[src/sebs_pkg.sv]
// Constants, register map and types of the servo enable/brake sequencer
// Contract
// - Speed command is low-pass filtered, cutoff 1..1000 Hz, default 300.
// - A brake sequence starts when servo-on goes inactive or on an alarm.
// - At standstill brake drops first, excitation after still delay x10ms.
// - In motion excitation goes first, brake drops after wait time x10ms.
// - In motion brake engages at wait expiry or at the brake action speed.
// - Torque mode clamps the speed reference to the limit, default 3000.
// - Force-enable 0 takes enable from servo-on; 1 holds the servo enabled.
// - After servo-on drops, current flows on for the servo-off delay.
// - A 4-bit polarity mask, default 0000, bit n serves terminal n+1.
// - Polarity bit 0 means active high, 1 means active low.
// - Torque mode is control mode 2 with internal torque select 1.
`default_nettype none
package sebs_pkg;
    // Time base
    localparam int CLK_HZ       = 125_000_000;
    localparam int TICK_NS      = 100_000;
    localparam int TICK_CYCLES  = CLK_HZ / 1_000_000 * TICK_NS / 1000;
    localparam int TICKS_10MS   = 100;
    // Speed at or below this counts as standstill
    localparam int STILL_RPM    = 10;
    // Filter gain per Hz: 2*pi*0.1ms in Q16
    localparam int ALPHA_PER_HZ = 41;
    // Register offsets
    localparam logic [7:0] A_CTRL   = 8'h00;
    localparam logic [7:0] A_CUTOFF = 8'h04;
    localparam logic [7:0] A_STILL  = 8'h08;
    localparam logic [7:0] A_MOVE   = 8'h0C;
    localparam logic [7:0] A_BSPD   = 8'h10;
    localparam logic [7:0] A_TQLIM  = 8'h14;
    localparam logic [7:0] A_SOFF   = 8'h18;
    localparam logic [7:0] A_STAT   = 8'h1C;
    // CTRL field positions
    localparam int F_FORCE = 0;
    localparam int F_POL   = 4;
    localparam int F_MODE  = 8;
    localparam int F_ITQ   = 12;
    // Values after reset
    localparam logic [9:0]  RST_CUTOFF = 10'h12C;
    localparam logic [7:0]  RST_STILL  = 8'h00;
    localparam logic [7:0]  RST_MOVE   = 8'h32;
    localparam logic [11:0] RST_BSPD   = 12'h064;
    localparam logic [12:0] RST_TQLIM  = 13'h0BB8;
    localparam logic [14:0] RST_SOFF   = 15'h0000;
    localparam logic [3:0]  RST_POL    = 4'h0;
    localparam logic [3:0]  TORQUE_MODE_VAL = 4'h2;
    // Sequencer states
    typedef enum logic [2:0] {
        ST_OFF   = 3'h0,
        ST_ON    = 3'h1,
        ST_SOFF  = 3'h2,
        ST_STILL = 3'h3,
        ST_MOVE  = 3'h4
    } sebs_state_e;
endpackage
`default_nettype wire

[src/sebs_top.sv]
// Servo enable and brake sequencer with APB parameter registers
`timescale 1ns/100ps
`default_nettype none
module sebs_top #(
    parameter int TICK_CYCLES = sebs_pkg::TICK_CYCLES
) (
    input  wire logic               CLK,
    input  wire logic               RST,
    input  wire logic               PSEL,
    input  wire logic               PENABLE,
    input  wire logic               PWRITE,
    input  wire logic [7:0]         PADDR,
    input  wire logic [31:0]        PWDATA,
    output logic      [31:0]        PRDATA,
    output logic                    PREADY,
    output logic                    PSLVERR,
    input  wire logic [3:0]         DI_TERM,
    input  wire logic               ALARM,
    input  wire logic signed [15:0] SPEED_MEAS,
    input  wire logic signed [15:0] SPEED_CMD_IN,
    output logic signed [15:0]      SPEED_REF,
    output logic [3:0]              DI_ACTIVE,
    output logic                    TORQUE_MODE,
    output logic                    EXCITE,
    output logic                    BRAKE_RELEASE
);
    // Magnitude of a signed speed
    function automatic logic [15:0] mag(input logic signed [15:0] v);
        mag = v[15] ? 16'(-v) : 16'(v);
    endfunction
    // Delay in 10 ms units to ticks
    function automatic logic [15:0] to_ticks(input logic [7:0] d);
        to_ticks = 16'(d * sebs_pkg::TICKS_10MS);
    endfunction

    // Registers
    logic        force_q, force_d;
    logic [3:0]  pol_q, pol_d, mode_q, mode_d;
    logic        itq_q, itq_d;
    logic [9:0]  cut_q, cut_d;
    logic [7:0]  still_q, still_d, move_q, move_d;
    logic [11:0] bspd_q, bspd_d;
    logic [12:0] tqlim_q, tqlim_d;
    logic [14:0] soff_q, soff_d;
    logic [31:0] prdata_d;
    logic        pready_d, pslverr_d;
    logic        hit;
    logic [31:0] rval;
    sebs_pkg::sebs_state_e st_q, st_d;

    // APB decode; one wait state so read data comes from a flop
    always_comb begin
        force_d = force_q;
        pol_d = pol_q;
        mode_d = mode_q;
        itq_d = itq_q;
        cut_d = cut_q;
        still_d = still_q;
        move_d = move_q;
        bspd_d = bspd_q;
        tqlim_d = tqlim_q;
        soff_d = soff_q;
        hit = 1'b1;
        rval = 32'h0;
        case (PADDR)
            sebs_pkg::A_CTRL: begin
                rval[sebs_pkg::F_FORCE] = force_q;
                rval[sebs_pkg::F_POL +: 4] = pol_q;
                rval[sebs_pkg::F_MODE +: 4] = mode_q;
                rval[sebs_pkg::F_ITQ] = itq_q;
            end
            sebs_pkg::A_CUTOFF: rval[9:0] = cut_q;
            sebs_pkg::A_STILL:  rval[7:0] = still_q;
            sebs_pkg::A_MOVE:   rval[7:0] = move_q;
            sebs_pkg::A_BSPD:   rval[11:0] = bspd_q;
            sebs_pkg::A_TQLIM:  rval[12:0] = tqlim_q;
            sebs_pkg::A_SOFF:   rval[14:0] = soff_q;
            sebs_pkg::A_STAT: begin
                rval[2:0] = st_q;
                rval[4] = EXCITE;
                rval[5] = BRAKE_RELEASE;
                rval[6] = TORQUE_MODE;
                rval[11:8] = DI_ACTIVE;
            end
            default: hit = 1'b0;
        endcase
        pready_d = PSEL & PENABLE & ~PREADY;
        prdata_d = (pready_d & ~PWRITE) ? rval : 32'h0;
        pslverr_d = pready_d & ~hit;
        // Write lands at the edge where the master sees PREADY high
        if (PSEL && PENABLE && PREADY && PWRITE && hit) begin
            case (PADDR)
                sebs_pkg::A_CTRL: begin
                    force_d = PWDATA[sebs_pkg::F_FORCE];
                    pol_d = PWDATA[sebs_pkg::F_POL +: 4];
                    mode_d = PWDATA[sebs_pkg::F_MODE +: 4];
                    itq_d = PWDATA[sebs_pkg::F_ITQ];
                end
                sebs_pkg::A_CUTOFF: cut_d = PWDATA[9:0];
                sebs_pkg::A_STILL:  still_d = PWDATA[7:0];
                sebs_pkg::A_MOVE:   move_d = PWDATA[7:0];
                sebs_pkg::A_BSPD:   bspd_d = PWDATA[11:0];
                sebs_pkg::A_TQLIM:  tqlim_d = PWDATA[12:0];
                sebs_pkg::A_SOFF:   soff_d = PWDATA[14:0];
                default: ;
            endcase
        end
    end

    always_ff @(posedge CLK or posedge RST) begin
        if (RST) begin
            force_q <= 1'b0;
            pol_q <= sebs_pkg::RST_POL;
            mode_q <= 4'h0;
            itq_q <= 1'b0;
            cut_q <= sebs_pkg::RST_CUTOFF;
            still_q <= sebs_pkg::RST_STILL;
            move_q <= sebs_pkg::RST_MOVE;
            bspd_q <= sebs_pkg::RST_BSPD;
            tqlim_q <= sebs_pkg::RST_TQLIM;
            soff_q <= sebs_pkg::RST_SOFF;
            PRDATA <= 32'h0;
            PREADY <= 1'b0;
            PSLVERR <= 1'b0;
        end else begin
            force_q <= force_d;
            pol_q <= pol_d;
            mode_q <= mode_d;
            itq_q <= itq_d;
            cut_q <= cut_d;
            still_q <= still_d;
            move_q <= move_d;
            bspd_q <= bspd_d;
            tqlim_q <= tqlim_d;
            soff_q <= soff_d;
            PRDATA <= prdata_d;
            PREADY <= pready_d;
            PSLVERR <= pslverr_d;
        end
    end

    // Input terminals: three flops, change taken when last two agree
    logic [3:0] s1_q, s2_q, s3_q, di_q, di_d, act_d;
    always_comb begin
        di_d = di_q;
        for (int i = 0; i < 4; i++) begin
            if (s2_q[i] == s3_q[i]) di_d[i] = s3_q[i];
        end
        act_d = di_q ^ pol_q;
    end

    // 0.1 ms tick prescaler
    logic [15:0] pre_q, pre_d;
    logic        tick;
    always_comb begin
        tick = (pre_q == 16'(TICK_CYCLES - 1));
        pre_d = tick ? 16'h0 : pre_q + 16'h1;
    end

    // First-order low-pass, Q16 state, updated each tick
    logic signed [31:0] y_q, y_d;
    logic signed [16:0] diff, alpha;
    logic signed [33:0] prod;
    logic signed [15:0] yo, lim, ref_d;
    logic               tqm_d;
    always_comb begin
        alpha = 17'(((cut_q == 10'h0) ? 10'h1 : cut_q)
                * sebs_pkg::ALPHA_PER_HZ);
        diff = 17'(SPEED_CMD_IN) - 17'(signed'(y_q[31:16])); // Keep sign
        prod = diff * alpha;
        y_d = tick ? y_q + prod[31:0] : y_q;
        yo = y_q[31:16];
        lim = 16'(tqlim_q);
        tqm_d = (mode_q == sebs_pkg::TORQUE_MODE_VAL) && itq_q;
        ref_d = yo;
        if (TORQUE_MODE) begin
            if (yo > lim) ref_d = lim;
            else if (yo < -lim) ref_d = -lim;
        end
    end

    // Sequencer; enable from servo-on unless forced
    logic        servo_on_input, son_q, alm_q, en, moving_q, moving_d;
    logic [15:0] cnt_q, cnt_d, tgt;
    logic        exc_d, brk_d, slow;
    always_comb begin
        servo_on_input = DI_ACTIVE[0];
        en = force_q | servo_on_input;
        slow = mag(SPEED_MEAS) <= 16'(bspd_q);
        st_d = st_q;
        moving_d = moving_q;
        cnt_d = tick ? cnt_q + 16'h1 : cnt_q;
        tgt = 16'h0;
        case (st_q)
            sebs_pkg::ST_SOFF:  tgt = 16'(soff_q);
            sebs_pkg::ST_STILL: tgt = to_ticks(still_q);
            sebs_pkg::ST_MOVE:  tgt = to_ticks(move_q);
            default:  tgt = 16'h0;
        endcase
        case (st_q)
            sebs_pkg::ST_OFF: begin
                if (en && !ALARM) st_d = sebs_pkg::ST_ON;
            end
            sebs_pkg::ST_ON: begin
                // Speed latched at the trigger picks the sequence
                moving_d = mag(SPEED_MEAS) > 16'(sebs_pkg::STILL_RPM);
                if (ALARM && !alm_q) begin
                    st_d = moving_d ? sebs_pkg::ST_MOVE
                                    : sebs_pkg::ST_STILL;
                end else if (!en && son_q) begin
                    st_d = sebs_pkg::ST_SOFF;
                end
            end
            sebs_pkg::ST_SOFF: begin
                if (ALARM) begin
                    st_d = moving_q ? sebs_pkg::ST_MOVE
                                    : sebs_pkg::ST_STILL;
                end else if (en) begin
                    st_d = sebs_pkg::ST_ON;
                end else if (cnt_q >= tgt) begin
                    st_d = moving_q ? sebs_pkg::ST_MOVE
                                    : sebs_pkg::ST_STILL;
                end
            end
            sebs_pkg::ST_STILL: begin
                if (cnt_q >= tgt) st_d = sebs_pkg::ST_OFF;
            end
            sebs_pkg::ST_MOVE: begin
                if (cnt_q >= tgt || slow) st_d = sebs_pkg::ST_OFF;
            end
            default: st_d = sebs_pkg::ST_OFF;
        endcase
        if (st_d != st_q) cnt_d = 16'h0;
        // Outputs follow the next state so they change with it
        exc_d = (st_d == sebs_pkg::ST_ON) || (st_d == sebs_pkg::ST_SOFF)
             || (st_d == sebs_pkg::ST_STILL);
        brk_d = (st_d == sebs_pkg::ST_ON)
             || (st_d == sebs_pkg::ST_SOFF) || (st_d == sebs_pkg::ST_MOVE);
    end

    always_ff @(posedge CLK or posedge RST) begin
        if (RST) begin
            s1_q <= 4'h0;
            s2_q <= 4'h0;
            s3_q <= 4'h0;
            di_q <= 4'h0;
            DI_ACTIVE <= 4'h0;
            pre_q <= 16'h0;
            y_q <= 32'h0;
            SPEED_REF <= 16'h0;
            TORQUE_MODE <= 1'b0;
            st_q <= sebs_pkg::ST_OFF;
            moving_q <= 1'b0;
            cnt_q <= 16'h0;
            son_q <= 1'b0;
            alm_q <= 1'b0;
            EXCITE <= 1'b0;
            BRAKE_RELEASE <= 1'b0;
        end else begin
            s1_q <= DI_TERM;
            s2_q <= s1_q;
            s3_q <= s2_q;
            di_q <= di_d;
            DI_ACTIVE <= act_d;
            pre_q <= pre_d;
            y_q <= y_d;
            SPEED_REF <= ref_d;
            TORQUE_MODE <= tqm_d;
            st_q <= st_d;
            moving_q <= moving_d;
            cnt_q <= cnt_d;
            son_q <= en;
            alm_q <= ALARM;
            EXCITE <= exc_d;
            BRAKE_RELEASE <= brk_d;
        end
    end
endmodule
`default_nettype wire
[config.mk]
export PLATFORM = sky130hd
export DESIGN_NAME = sebs_top
export DESIGN_NICKNAME = d
export VERILOG_FILES = /design/src/sebs_pkg.sv /design/src/sebs_top.sv
export SDC_FILE = /design/constraint.sdc
export NUM_CORES = 1
export LEC_CHECK = 0
export BUFFER_PORTS_ARGS = -buffer_cell sky130_fd_sc_hd__buf_2
export CORE_MARGIN = 4
export CORE_UTILIZATION = 55
export DETAILED_ROUTE_END_ITERATION = 12
export PLACE_DENSITY = 0.83
export SLEW_MARGIN = 20
export SYNTH_ARGS = -nofsm -noshare
export SYNTH_HDL_FRONTEND = slang
export SYNTH_SLANG_ARGS = --single-unit
[constraint.sdc]
create_clock -name CLK -period 13.23 [get_ports CLK]
set_input_delay 0.6615 -clock CLK [delete_from_list [all_inputs] [get_ports CLK]]
set_output_delay 0.6615 -clock CLK [all_outputs]
set_load 0.005 [all_outputs]
-- Yosys cells after proc, flatten, opt, wreduce, memory -nomap -nowiden
Cells that the tools add are included.
- flip-flop bits (word level): 202
- input port bits: 82
- add/subtract/negate cells: 6
- bitwise operators: 9
- mux-type cells: 31
- $mul: 4
- order comparisons: 5
- equality and inequality tests: 22
- reductions and logical operators: 27
- operators with widths (kind ; number):
    16-bit 2-to-1 mux ; 7
    15-bit one-hot mux with 3 select lines ; 1
    16-bit by 1-bit adder with 16-bit output, second input constant ; 2
    32-bit adder ; 1
    8-bit by 5-bit equality test with 1-bit output, second input constant ; 4
    17-bit by 17-bit multiplier with 32-bit output ; 1
    3-bit 2-to-1 mux ; 10
    8-bit by 5-bit multiplier with 13-bit output, second input constant ; 2
    3-bit one-hot mux with 8 select lines ; 1
    16-bit by 16-bit subtractor with 17-bit output ; 1
    16-bit by 14-bit equality test with 1-bit output, second input constant ; 1
    8-bit by 4-bit equality test with 1-bit output, second input constant ; 2
    16-bit >= comparator ; 1
    16-bit by 14-bit greater-than comparator with 1-bit output ; 1
    16-bit by 4-bit greater-than comparator with 1-bit output, second input constant ; 1
    16-bit by 12-bit less-or-equal comparator with 1-bit output ; 1
    16-bit less-than comparator ; 1
    10-bit by 6-bit multiplier with 16-bit output, second input constant ; 1
    13-bit negator with 16-bit output ; 1
    16-bit negator ; 1
    15-bit 2-to-1 mux ; 1
    3-bit one-hot mux with 5 select lines ; 1
    2-bit one-hot mux with 7 select lines ; 1
    2-bit AND reduction ; 7
    28 further kinds ; 53

-- Depth between registers and ports, before layout
Gate-level depths: netlist of the first run.
- depth in word-level cells: 10
- depth in mapped cells: 37
- depth with buffers taken out: 34

-- Worst setup path before layout of the first run
No wires, ideal clock.
- path type: register to register
- start point: register cut_q[4]
- end point: register y_q[31]
- buffers on the path: 3
- arrival: 9456 ps
- path slack: 3692 ps
- stages on the path, launching flop included: 36
- setup time: 83 ps
- required time: 13147 ps
- cell sequence: dfrtp_1 nor4_1 a41oi_1 inv_1 clkbuf_1 ha_1 ha_1 ha_1 ha_1 fa_1 a21oi_1 o2111ai_1 a31o_2 a21oi_1 xor2_1 clkbuf_1 nor2_1 ha_1 fa_1 fa_1 fa_1 fa_1 inv_1 fa_1 inv_1 ha_1 clkbuf_1 a21o_1 a211o_1 o211ai_1 a211oi_1 a211oi_1 a21oi_1 a31oi_1 xnor3_1 o21ai_0
- cells in the longest elaborated chain, start to end: 5
- ends and longest elaborated chain (item ; line ; RTL):
    start: declaration ; sebs_top.sv:40 ; logic [9:0] cut_q, cut_d;
    start signal: assignment ; sebs_top.sv:116 ; cut_q <= sebs_pkg::RST_CUTOFF;
    start signal: assignment ; sebs_top.sv:130 ; cut_q <= cut_d;
    10-bit zero test ; sebs_top.sv:167 ; alpha = 17'(((cut_q == 10'h0) ? 10'h1 : cut_q)
    10-bit 2-to-1 mux (*) ; sebs_top.sv:167 ;
    10-bit by 6-bit multiplier with 16-bit output (*) ; sebs_top.sv:168 ; * sebs_pkg::ALPHA_PER_HZ);
    17-bit by 17-bit multiplier with 32-bit output (*) ; sebs_top.sv:170 ; prod = diff * alpha;
    32-bit adder (*) ; sebs_top.sv:171 ; y_d = tick ? y_q + prod[31:0] : y_q;
    end signal: assignment ; sebs_top.sv:266 ; y_q <= y_d;
    end: declaration ; sebs_top.sv:161 ; logic signed [31:0] y_q, y_d;
Every way passes the cells marked *; elsewhere a longest branch is shown, timed or not.
A chain may end at the register's enable or synchronous reset.

-- Worst setup path after layout of the first run
- start point: register cut_q[1]
- end point: register y_q[31]
The elaborated chain is that of the path after synthesis.

==> results of run 1 <==
[final cells by class]
| class | instances | area, µm² | share of cell area, % |
|---|---|---|---|
| well taps | 600 | 751 | 2.77 |
| flip-flops and latches | 202 | 5080 | 18.8 |
| clock buffers | 29 | 556 | 2.05 |
| clock inverters | 8 | 97.6 | 0.361 |
| diodes | 1 | 2.50 | 0.00924 |
| inverters | 529 | 1990 | 7.36 |
| repair buffers | 127 | 693 | 2.56 |
| multi-input cells | 1913 | 17900 | 66.1 |
[critical path: cells and delay by family, from the launching register on]
kind            cells  cell delay [ps]
fa+ha+maj          11             4880
compound gates     12             2940
buf+inv             5             1010
flops               1              960
xor+xnor            2              830
simple gates        2              350
[metal layers]
layer	routed length (µm)	part of all wire [%]	vias up
met4	2450	3.7	0
met1	25700	39	10000
met5	0	0	-
met2	32100	49	846
met3	4980	7.6	165
li1	-	-	8951
[kinds of logic after synthesis]
group           after synthesis  synth area share [%]
buf+inv                     647                  9.93
simple gates                717                  13.4
compound gates              394                  10.7
mux                          86                  3.79
flops                       202                  20.0
fa+ha+maj                   576                  37.8
xor+xnor                    123                  4.30
other cells                   1                0.0148
[through the flow]
stage	std cells	util, %
finish	3409	59.5
global route	3408	59.5
CTS	3408	59.5
detailed placement	3371	58.1
global placement	3371	58.1
floorplan	2762	-
[flip-flops by register name, summed over array words and instances (netlist names), 3 cells and up]
register and count:
soff_q 15, st_q 3, di_q 4, move_q 8, tqlim_q 13, still_q 8, cut_q 10, DI_ACTIVE 4
s1_q 4, PRDATA 15, SPEED_REF 16, pre_q 16, y_q 32, s3_q 4, mode_q 4, bspd_q 12
pol_q 4, s2_q 4, cnt_q 16
[layout by cell type, fill, tap and decap left out, types with 48 or more instances in the layout]
cell type / count
fa_1: 318
and2_1: 65
a21oi_1: 77
buf_2: 104
nand2_1: 292
mux2_2: 80
nand3_1: 48
o21ai_0: 78
inv_1: 527
ha_1: 254
nor2_1: 121
xnor2_1: 74
dfrtp_1: 185
[power groups by stage]
| stage | clock, W | combinational [W] | sequential [W] |
|---|---|---|---|
| global route | 0.000620 | 0.00137 | 0.000645 |
| floorplan | 0 | 0.000906 | 0.000648 |
| finish | 0.000583 | 0.00121 | 0.000644 |
| CTS | 0.000594 | 0.00120 | 0.000644 |
| global placement | 0 | 0.00113 | 0.000655 |
| detailed placement | 0 | 0.00119 | 0.000655 |
[path summary, 6_finish.rpt]
kind | from | end | cells past startpoint
min | DI_TERM[2] | s1_q[2]$_DFF_PP0_ | 1
max | cut_q[1]$_DFFE_PP0P_ | y_q[31]$_DFFE_PP0N_ | 32
max reg2reg | cut_q[1]$_DFFE_PP0P_ | y_q[31]$_DFFE_PP0N_ | 32
max in group asynchronous | RST | PRDATA[10]$_DFF_PP0_ | 3
min in group asynchronous | RST | pre_q[10]$_DFF_PP0_ | 2
min reg2reg | s1_q[0]$_DFF_PP0_ | s2_q[0]$_DFF_PP0_ | 0
==> impl_metrics.env, run 1 <==
export IMPL_outcome="finished clean"
export IMPL_internal_power_w=0.00146
export IMPL_drtAntennaViolNets=0
export IMPL_dpl_cell_area_um2=26400
export IMPL_grt_busiest_layer="met2"
export IMPL_cts_buffer_depth=3
export IMPL_cpMaxStageDelayCell="dfrtp_1"
export IMPL_dp_slack_ps=2340
export IMPL_grt_pass1_vias=21000
export IMPL_max_stage_delay_ps=960
export IMPL_period_share_pct=83.4
export IMPL_hold_path_class="in -> reg"
export IMPL_ys_ff_latch=202
export IMPL_die_area_um2=49600
export IMPL_hpwl_mm=51.6
export IMPL_power_leakage_nw=14.0
export IMPL_port_buffers=104
export IMPL_path_common_cell="fa_1"
export IMPL_ys_seq_area_share_pct=20.0
export IMPL_cp_arrival_ps=11470
export IMPL_wl_per_cell_um=19.1
export IMPL_hold_buffers=0
export IMPL_core_um2=45500
export IMPL_worst_r2r_setup_slack_ps=2190
export IMPL_grt_first_pass_wirelength_mm=108
export IMPL_power_switching_share_pct=40.2
export IMPL_clk_pin_slew_ps=70
export IMPL_met3_usage_pct=3.87
export IMPL_rsz0062_at_grt="no"
export IMPL_p_comb_share_pct=49.6
export IMPL_cts_sinks=202
export IMPL_io_pin_count=139
export IMPL_num_vias=20000
export IMPL_drive_gt1_share_pct=10.1
export IMPL_fin_crit_ps=11040
export IMPL_syn2layout_area_growth_pct=6.78
export IMPL_worst_slew_pin_slew_ps=1150
export IMPL_post_cts_resized=0
export IMPL_die_y_um=223
export IMPL_grt_max_degree=141
export IMPL_p_per_area_nw_per_um2=90.0
export IMPL_crit_required_ps=13660
export IMPL_hold_violations=0
export IMPL_grt_use_total_pct=26.6
export IMPL_yosys_top_cells_count="inv_1 (528), fa_1 (318), nand2_1 (292), ha_1 (254), dfrtp_1 (185)"
export IMPL_rows=78
export IMPL_critPathKind="reg -> reg"
export IMPL_final_setup_viol_count=0
export IMPL_synth_most_common_cell="inv_1"
export IMPL_synthTopCellsByArea="fa_1 (25%), dfrtp_1 (18%), ha_1 (13%)"
export IMPL_grt_antenna_before_repair=1
export IMPL_numCtsBuffers=21
export IMPL_syn_avg_cell_area_um2=9.23
export IMPL_cts_setup_buffers=0
export IMPL_finish_instance_area_um2=27100
export IMPL_drt_pass1_iter_count=6
export IMPL_cts_root_buf="clkbuf_16"
export IMPL_cp_end_kind="flip-flop"
export IMPL_fmax_ghz=0.0906
export IMPL_max_cap_violations=0
export IMPL_max_slew_margin_rel_pct=22.8
export IMPL_synth_edff_count=0
export IMPL_clock_latency_ps=520
export IMPL_crit_fanout=24
export IMPL_ys_warn_count=0
export IMPL_postSynth_asyncResetShare_pct=100
export IMPL_drc=0
export IMPL_synth_top_area_share_pct=25.1
export IMPL_drv_slew=0
export IMPL_syn_inst=2746
export IMPL_tritoncts="yes"
export IMPL_fin_tns_setup_ps=0
export IMPL_clockPowerShare_pct=23.9
export IMPL_final_nets=3448
export IMPL_use_met2_pct=45.1
export IMPL_met1_usage_pct=35.1
export IMPL_synth_ff_type="dfrtp_1"
export IMPL_worst_slack_ps=2190
export IMPL_gp_congestion=0.960
export IMPL_grt_overflow=0
export IMPL_power_w=0.00244
export IMPL_fin_skew_ps=20.8
export IMPL_yosysTopAreaCell="fa_1"
export IMPL_die_x_um=223
export IMPL_syn_area_um2=25300
export IMPL_critPathLaunchType="flip-flop"
export IMPL_ir_worst_vdd_uv=106
export IMPL_p_seq_share_pct=26.4
export IMPL_drt_iter0_drc=1511
export IMPL_via_per_inst=5.86
export IMPL_p_switching_w=0.000980
export IMPL_wl_mm=65.3
export IMPL_cts_max_level=1
export IMPL_start_util_pct=55.7
export IMPL_whs_ps=249
export IMPL_n_fill_cell=3789
export IMPL_synth_distinct_cells=83
No activity file was read; power rests on OpenSTA's default activity.
==> inputs of run 2 (changes only) <==
--- a/config.mk
+++ b/config.mk
@@ -9,7 +9,7 @@
 export CORE_MARGIN = 4
 export CORE_UTILIZATION = 55
 export DETAILED_ROUTE_END_ITERATION = 12
-export PLACE_DENSITY = 0.83
+export PLACE_DENSITY = 0.86
 export SLEW_MARGIN = 20
 export SYNTH_ARGS = -nofsm -noshare
 export SYNTH_HDL_FRONTEND = slang
==> constraint.sdc (replaced) <==
create_clock -name CLK -period 9.3 [get_ports CLK]
set_input_delay 0.465 -clock CLK [delete_from_list [all_inputs] [get_ports CLK]]
set_output_delay 0.465 -clock CLK [all_outputs]
set_load 0.005 [all_outputs]
==> run 2 against run 1 <==
Utilization rose by 1.4 points. Clock power rose by 46%. First-iteration DRC count rose by 7.5%. Highest routed layer unchanged.
==> impl_metrics.env, run 2 (synthesized netlist as in run 1, its figures left out) <==
export IMPL_outcome="finished clean"
export IMPL_tritoncts="yes"
export IMPL_p_per_area_nw_per_um2=131
export IMPL_holdPathEnd="s1_q[3]$_DFF_PP0_"
export IMPL_critPathKind="reg -> reg"
export IMPL_cp_end_kind="flip-flop"
export IMPL_final_setup_viol_count=0
export IMPL_cts_buffer_depth=3
export IMPL_fin_tns_setup_ps=0
export IMPL_gp_congestion=0.990
export IMPL_final_nets=3506
export IMPL_hold_path_class="in -> reg"
export IMPL_grt_use_total_pct=27.2
export IMPL_syn2layout_area_growth_pct=9.24
export IMPL_reg2regPathDepth=31
export IMPL_drv_slew=0
export IMPL_fmax_ghz=0.110
export IMPL_die_x_um=223
export IMPL_power_leakage_nw=14.4
export IMPL_num_vias=20300
export IMPL_whs_ps=59.4
export IMPL_port_buffers=104
export IMPL_critPathLaunchType="flip-flop"
export IMPL_rr_endpoint="y_q[31]$_DFFE_PP0N_"
export IMPL_fin_skew_ps=12.2
export IMPL_drive_gt1_share_pct=12.7
export IMPL_cts_root_buf="clkbuf_16"
export IMPL_cp_top_family="adder cells"
export IMPL_start_util_pct=55.7
export IMPL_io_pin_count=139
export IMPL_grt_antenna_before_repair=1
export IMPL_layout_cells_most_common_list="inv_1 (526), fa_1 (316), nand2_1 (292)"
export IMPL_worst_slew_pin_slew_ps=1130
export IMPL_hpwl_mm=53.3
export IMPL_cp_num_buf_inv=7
export IMPL_core_um2=45500
export IMPL_grt_max_degree=120
export IMPL_crit_fanout=23
export IMPL_hold_start="DI_TERM[3]"
export IMPL_max_stage_delay_ps=600
export IMPL_drt_iter0_drc=1624
export IMPL_path_common_cell="fa_1"
export IMPL_die_y_um=223
export IMPL_r2r_start="cut_q[2]$_DFFE_PP1P_"
export IMPL_drt_pass1_iter_count=7
export IMPL_clk_pin_slew_ps=70
export IMPL_min_path_cells=1
export IMPL_finalNonFillerCells=3467
export IMPL_worst_r2r_setup_slack_ps=210
export IMPL_via_per_inst=5.86
export IMPL_place_inst=3420
export IMPL_hold_buffers=0
export IMPL_rows=78
export IMPL_worst_slack_ps=211
export IMPL_grt_pass1_vias=22000
export IMPL_max_cap_violations=0
export IMPL_drc=0
export IMPL_fin_crit_ps=9090
export IMPL_cts_sinks=202
export IMPL_die_area_um2=49600
export IMPL_cpMaxStageDelayCell="xnor2_1"
export IMPL_final_common_cell="inv_1"
export IMPL_clock_latency_ps=510
export IMPL_wl_per_cell_um=19.5
export IMPL_cp_arrival_ps=9510
export IMPL_wl_mm=67.6
export IMPL_antenna_cells=0
export IMPL_hold_violations=0
export IMPL_largest_reg_flops=32
export IMPL_final_util_pct=60.9
export IMPL_numCtsBuffers=21
export IMPL_grt_overflow=0
export IMPL_crit_required_ps=9730
export IMPL_drtAntennaViolNets=0
export IMPL_max_slew_margin_rel_pct=24.5
export IMPL_dp_slack_ps=-127
export IMPL_ir_worst_vdd_uv=153
export IMPL_cts_max_level=1
export IMPL_period_share_pct=97.7
export IMPL_grt_first_pass_wirelength_mm=112
export IMPL_largest_register="y_q"
-- run 2: power breakdown --
group | total, W | switching [W] | internal (W) | leakage (nW)
sequential | 0.000917 | 0.0000214 | 0.000895 | 2.44
combinational | 0.00187 | 0.00109 | 0.000779 | 11.6
clock | 0.000849 | 0.000365 | 0.000485 | 0.334
total | 0.00363 | 0.00147 | 0.00216 | 14.4
-- run 2: layout make-up --
| cell class | instances | area, µm² |
|---|---|---|
| Clock inverter | 10 | 111 |
| Sequential cell | 202 | 5080 |
| Fill cell | 3648 | 17800 |
| Multi-Input combinational cell | 1913 | 18000 |
| Tap cell | 600 | 751 |
| Timing Repair Buffer | 185 | 1190 |
| Clock buffer | 28 | 562 |
| Inverter | 529 | 2000 |
-- run 2: worst max path at each step --
stage                         start             endpoint  slack [ps]  cells past startpoint
2_1_floorplan  cut_q[4]$_DFFE_PP0P_  y_q[31]$_DFFE_PP0N_          40                     35
3_3_place_gp   cut_q[4]$_DFFE_PP0P_  y_q[31]$_DFFE_PP0N_         0.3                     33
3_5_place_dp   cut_q[4]$_DFFE_PP0P_  y_q[31]$_DFFE_PP0N_        -130                     33
4_1_cts        cut_q[4]$_DFFE_PP0P_  y_q[30]$_DFFE_PP0N_          20                     33
5_1_grt        cut_q[4]$_DFFE_PP0P_  y_q[31]$_DFFE_PP0N_         -80                     35
6_report       cut_q[2]$_DFFE_PP1P_  y_q[31]$_DFFE_PP0N_         210                     31
-- run 2: metal layers --
layer	vias to the layer above	routed length (µm)	global-route usage [%]
met3	256	5270	4.60
met5	-	0	0
met1	10100	25800	34.5
met4	0	3420	11.4
met2	934	33100	46.5
li1	9060	-	-
-- run 2: per-stage QoR --
step                      total power [W]  cell area, µm²
after floorplan                   0.00221           25400
after global placement            0.00261           26800
after detailed placement          0.00270           26800
after CTS                         0.00357           27500
after global routing              0.00390           27700
final                             0.00363           27700
-- run 2: repair_timing --
action	in CTS	in global routing
resized for setup	3	24
buffers inserted	0	9
cloned	0	0
pin swaps	3	7
endpoints found under the setup margin	2	10
==> inputs of run 3 (changes only) <==
--- a/config.mk
+++ b/config.mk
@@ -6,9 +6,10 @@
 export NUM_CORES = 1
 export LEC_CHECK = 0
 export BUFFER_PORTS_ARGS = -buffer_cell sky130_fd_sc_hd__buf_2
-export CORE_MARGIN = 4
+export CORE_MARGIN = 2
 export CORE_UTILIZATION = 55
 export DETAILED_ROUTE_END_ITERATION = 12
+export GPL_TIMING_DRIVEN = 0
 export PLACE_DENSITY = 0.86
 export SLEW_MARGIN = 20
 export SYNTH_ARGS = -nofsm -noshare
==> run 3 against run 2 <==
Sequential cell count stayed put. Power up 5.5%. Final area is 3.4% higher. Wire length increased by 5.0%.
==> impl_metrics.env, run 3 (synthesized netlist as in run 1, its figures left out) <==
export IMPL_p_per_area_nw_per_um2=134
export IMPL_core_um2=45500
export IMPL_worst_r2r_setup_slack_ps=90
export IMPL_largest_reg_flops=32
export IMPL_path_common_cell="fa_1"
export IMPL_critPathLaunchType="flip-flop"
export IMPL_drt_iter0_drc=2195
export IMPL_layout_cells_most_common_list="inv_1 (523), fa_1 (309), nand2_1 (289)"
export IMPL_wl_met2_mm=33.5
export IMPL_final_setup_viol_count=0
export IMPL_syn2layout_area_growth_pct=12.9
export IMPL_route_top_layer_used="met4"
export IMPL_max_stage_delay_ps=580
export IMPL_grt_antenna_before_repair=1
export IMPL_hold_buffers=0
export IMPL_outcome="finished clean"
export IMPL_cpMaxStageDelayCell="dfstp_2"
export IMPL_num_vias=21000
export IMPL_hold_violations=0
export IMPL_via_per_inst=5.90
export IMPL_largest_register="y_q"
export IMPL_drtAntennaViolNets=0
export IMPL_grt_max_degree=105
export IMPL_critPathKind="reg -> reg"
export IMPL_grt_overflow=0
export IMPL_cp_num_buf_inv=7
export IMPL_fin_tns_setup_ps=0
export IMPL_wl_mm=71.0
export IMPL_cts_max_level=1
export IMPL_tritoncts="yes"
export IMPL_place_inst=3466
export IMPL_worstSetupStartpoint="cut_q[5]$_DFFE_PP1P_"
export IMPL_power_leakage_nw=14.6
export IMPL_cp_endpoint="y_q[31]$_DFFE_PP0N_"
export IMPL_die_y_um=219
export IMPL_drc=0
export IMPL_max_slew_margin_rel_pct=24.1
export IMPL_reg2regPathDepth=33
export IMPL_power_w=0.00383
export IMPL_worst_slew_pin_slew_ps=1130
export IMPL_start_util_pct=55.7
export IMPL_path_depth=33
export IMPL_crit_required_ps=9720
export IMPL_io_pin_count=139
export IMPL_wl_met1_mm=26.5
export IMPL_clk_pin_slew_ps=70
export IMPL_rows=78
export IMPL_final_common_cell="inv_1"
export IMPL_grt_first_pass_wirelength_mm=113
export IMPL_drv_slew=0
export IMPL_crit_fanout=4
export IMPL_register_area_um2=5080
export IMPL_cts_sinks=202
export IMPL_multi_input_comb_area_um2=18500
export IMPL_cp_end_kind="flip-flop"
export IMPL_clock_latency_ps=510
export IMPL_hold_path_class="in -> reg"
export IMPL_final_util_pct=62.9
export IMPL_max_cap_violations=0
export IMPL_period_share_pct=99.0
export IMPL_port_buffers=101
export IMPL_cts_buffer_depth=3
export IMPL_whs_ps=57.0
export IMPL_die_area_um2=47800
export IMPL_grt_use_total_pct=30.0
export IMPL_final_nets=3591
export IMPL_drive_gt1_share_pct=14.3
export IMPL_fin_crit_ps=9210
export IMPL_fmax_ghz=0.109
export IMPL_grt_pass1_vias=21400
export IMPL_r2r_start="cut_q[5]$_DFFE_PP1P_"
export IMPL_n_fill_cell=3496
export IMPL_die_x_um=219
export IMPL_finalNonFillerCells=3553
export IMPL_fin_skew_ps=14.9
export IMPL_wl_per_cell_um=20.0
export IMPL_hpwl_mm=53.0
export IMPL_gp_congestion=0.986
export IMPL_rr_endpoint="y_q[31]$_DFFE_PP0N_"
export IMPL_cp_top_family="adder cells"
export IMPL_cts_root_buf="clkbuf_16"
export IMPL_cp_arrival_ps=9640
export IMPL_numCtsBuffers=21
export IMPL_drt_pass1_iter_count=7
export IMPL_ir_worst_vdd_uv=136
export IMPL_wl_met3_mm=6.80
-- run 3: cell types whose count changed in the layout (fill, tap and decap cells not counted), sizes merged --
cell,delta
clkinvlp,+3
diode,+1
clkinv,-4
inv,-3
clkbuf,+85
bufinv,+1
buf,+3
-- run 3: repair_timing --
action / CTS / global route
endpoints found under the setup margin: 20 / 15
gates resized for setup: 68 / 66
setup buffers: 28 / 30
pin swaps: 25 / 48
-- run 3: metrics by stage --
step,cell area [µm²],worst slack [ps]
after floorplan,25400,38.1
after global placement,26700,-1900
after detailed placement,26800,-1960
after CTS,28100,3.18
after global routing,28600,-118
final,28600,88.5
-- run 3: worst reg2reg max path: cells and delay by family, from the launching register on --
family / cells / cell delay, ps
simple gates: 2 / 190
flops: 1 / 580
buf+inv: 7 / 880
xor+xnor: 2 / 470
fa+ha+maj: 11 / 4540
compound gates: 11 / 2470
-- run 3: per-layer routing --
layer  global-route usage, %  up-vias
met2                    48.3     1223
met4                    14.8        0
met5                       0        -
li1                        -     9245
met1                    39.0    10200
met3                    5.40      261
-- run 3: report_power, final --
| part | leakage (nW) | internal, W | switching, W | total, W |
|---|---|---|---|---|
| combinational | 11.8 | 0.000855 | 0.00115 | 0.00201 |
| clock | 0.358 | 0.000549 | 0.000362 | 0.000911 |
| sequential | 2.44 | 0.000895 | 0.0000155 | 0.000911 |
| total | 14.6 | 0.00230 | 0.00153 | 0.00383 |
-- run 3: cell type report --
cell class              instances  area share [%]
clock inverters                 7           0.428
clock buffers                  31            2.18
plain buffers                 109            1.92
multi-input cells            1913            64.6
flip-flops and latches        202            17.7
diodes                          1         0.00874
inverters                     529            7.01
repair buffers                161            3.55
well taps                     600            2.62
-- run 3: worst min-delay path by stage --
stage	startpoint	end	slack (ps)	cells after the start
finish	DI_TERM[2]	s1_q[2]$_DFF_PP0_	60	1
global route	DI_TERM[3]	s1_q[3]$_DFF_PP0_	50	1
CTS	DI_TERM[3]	s1_q[3]$_DFF_PP0_	50	1
detailed placement	s1_q[3]$_DFF_PP0_	s2_q[3]$_DFF_PP0_	340	0
global placement	s1_q[3]$_DFF_PP0_	s2_q[3]$_DFF_PP0_	340	0
floorplan	s1_q[0]$_DFF_PP0_	s2_q[0]$_DFF_PP0_	330	0
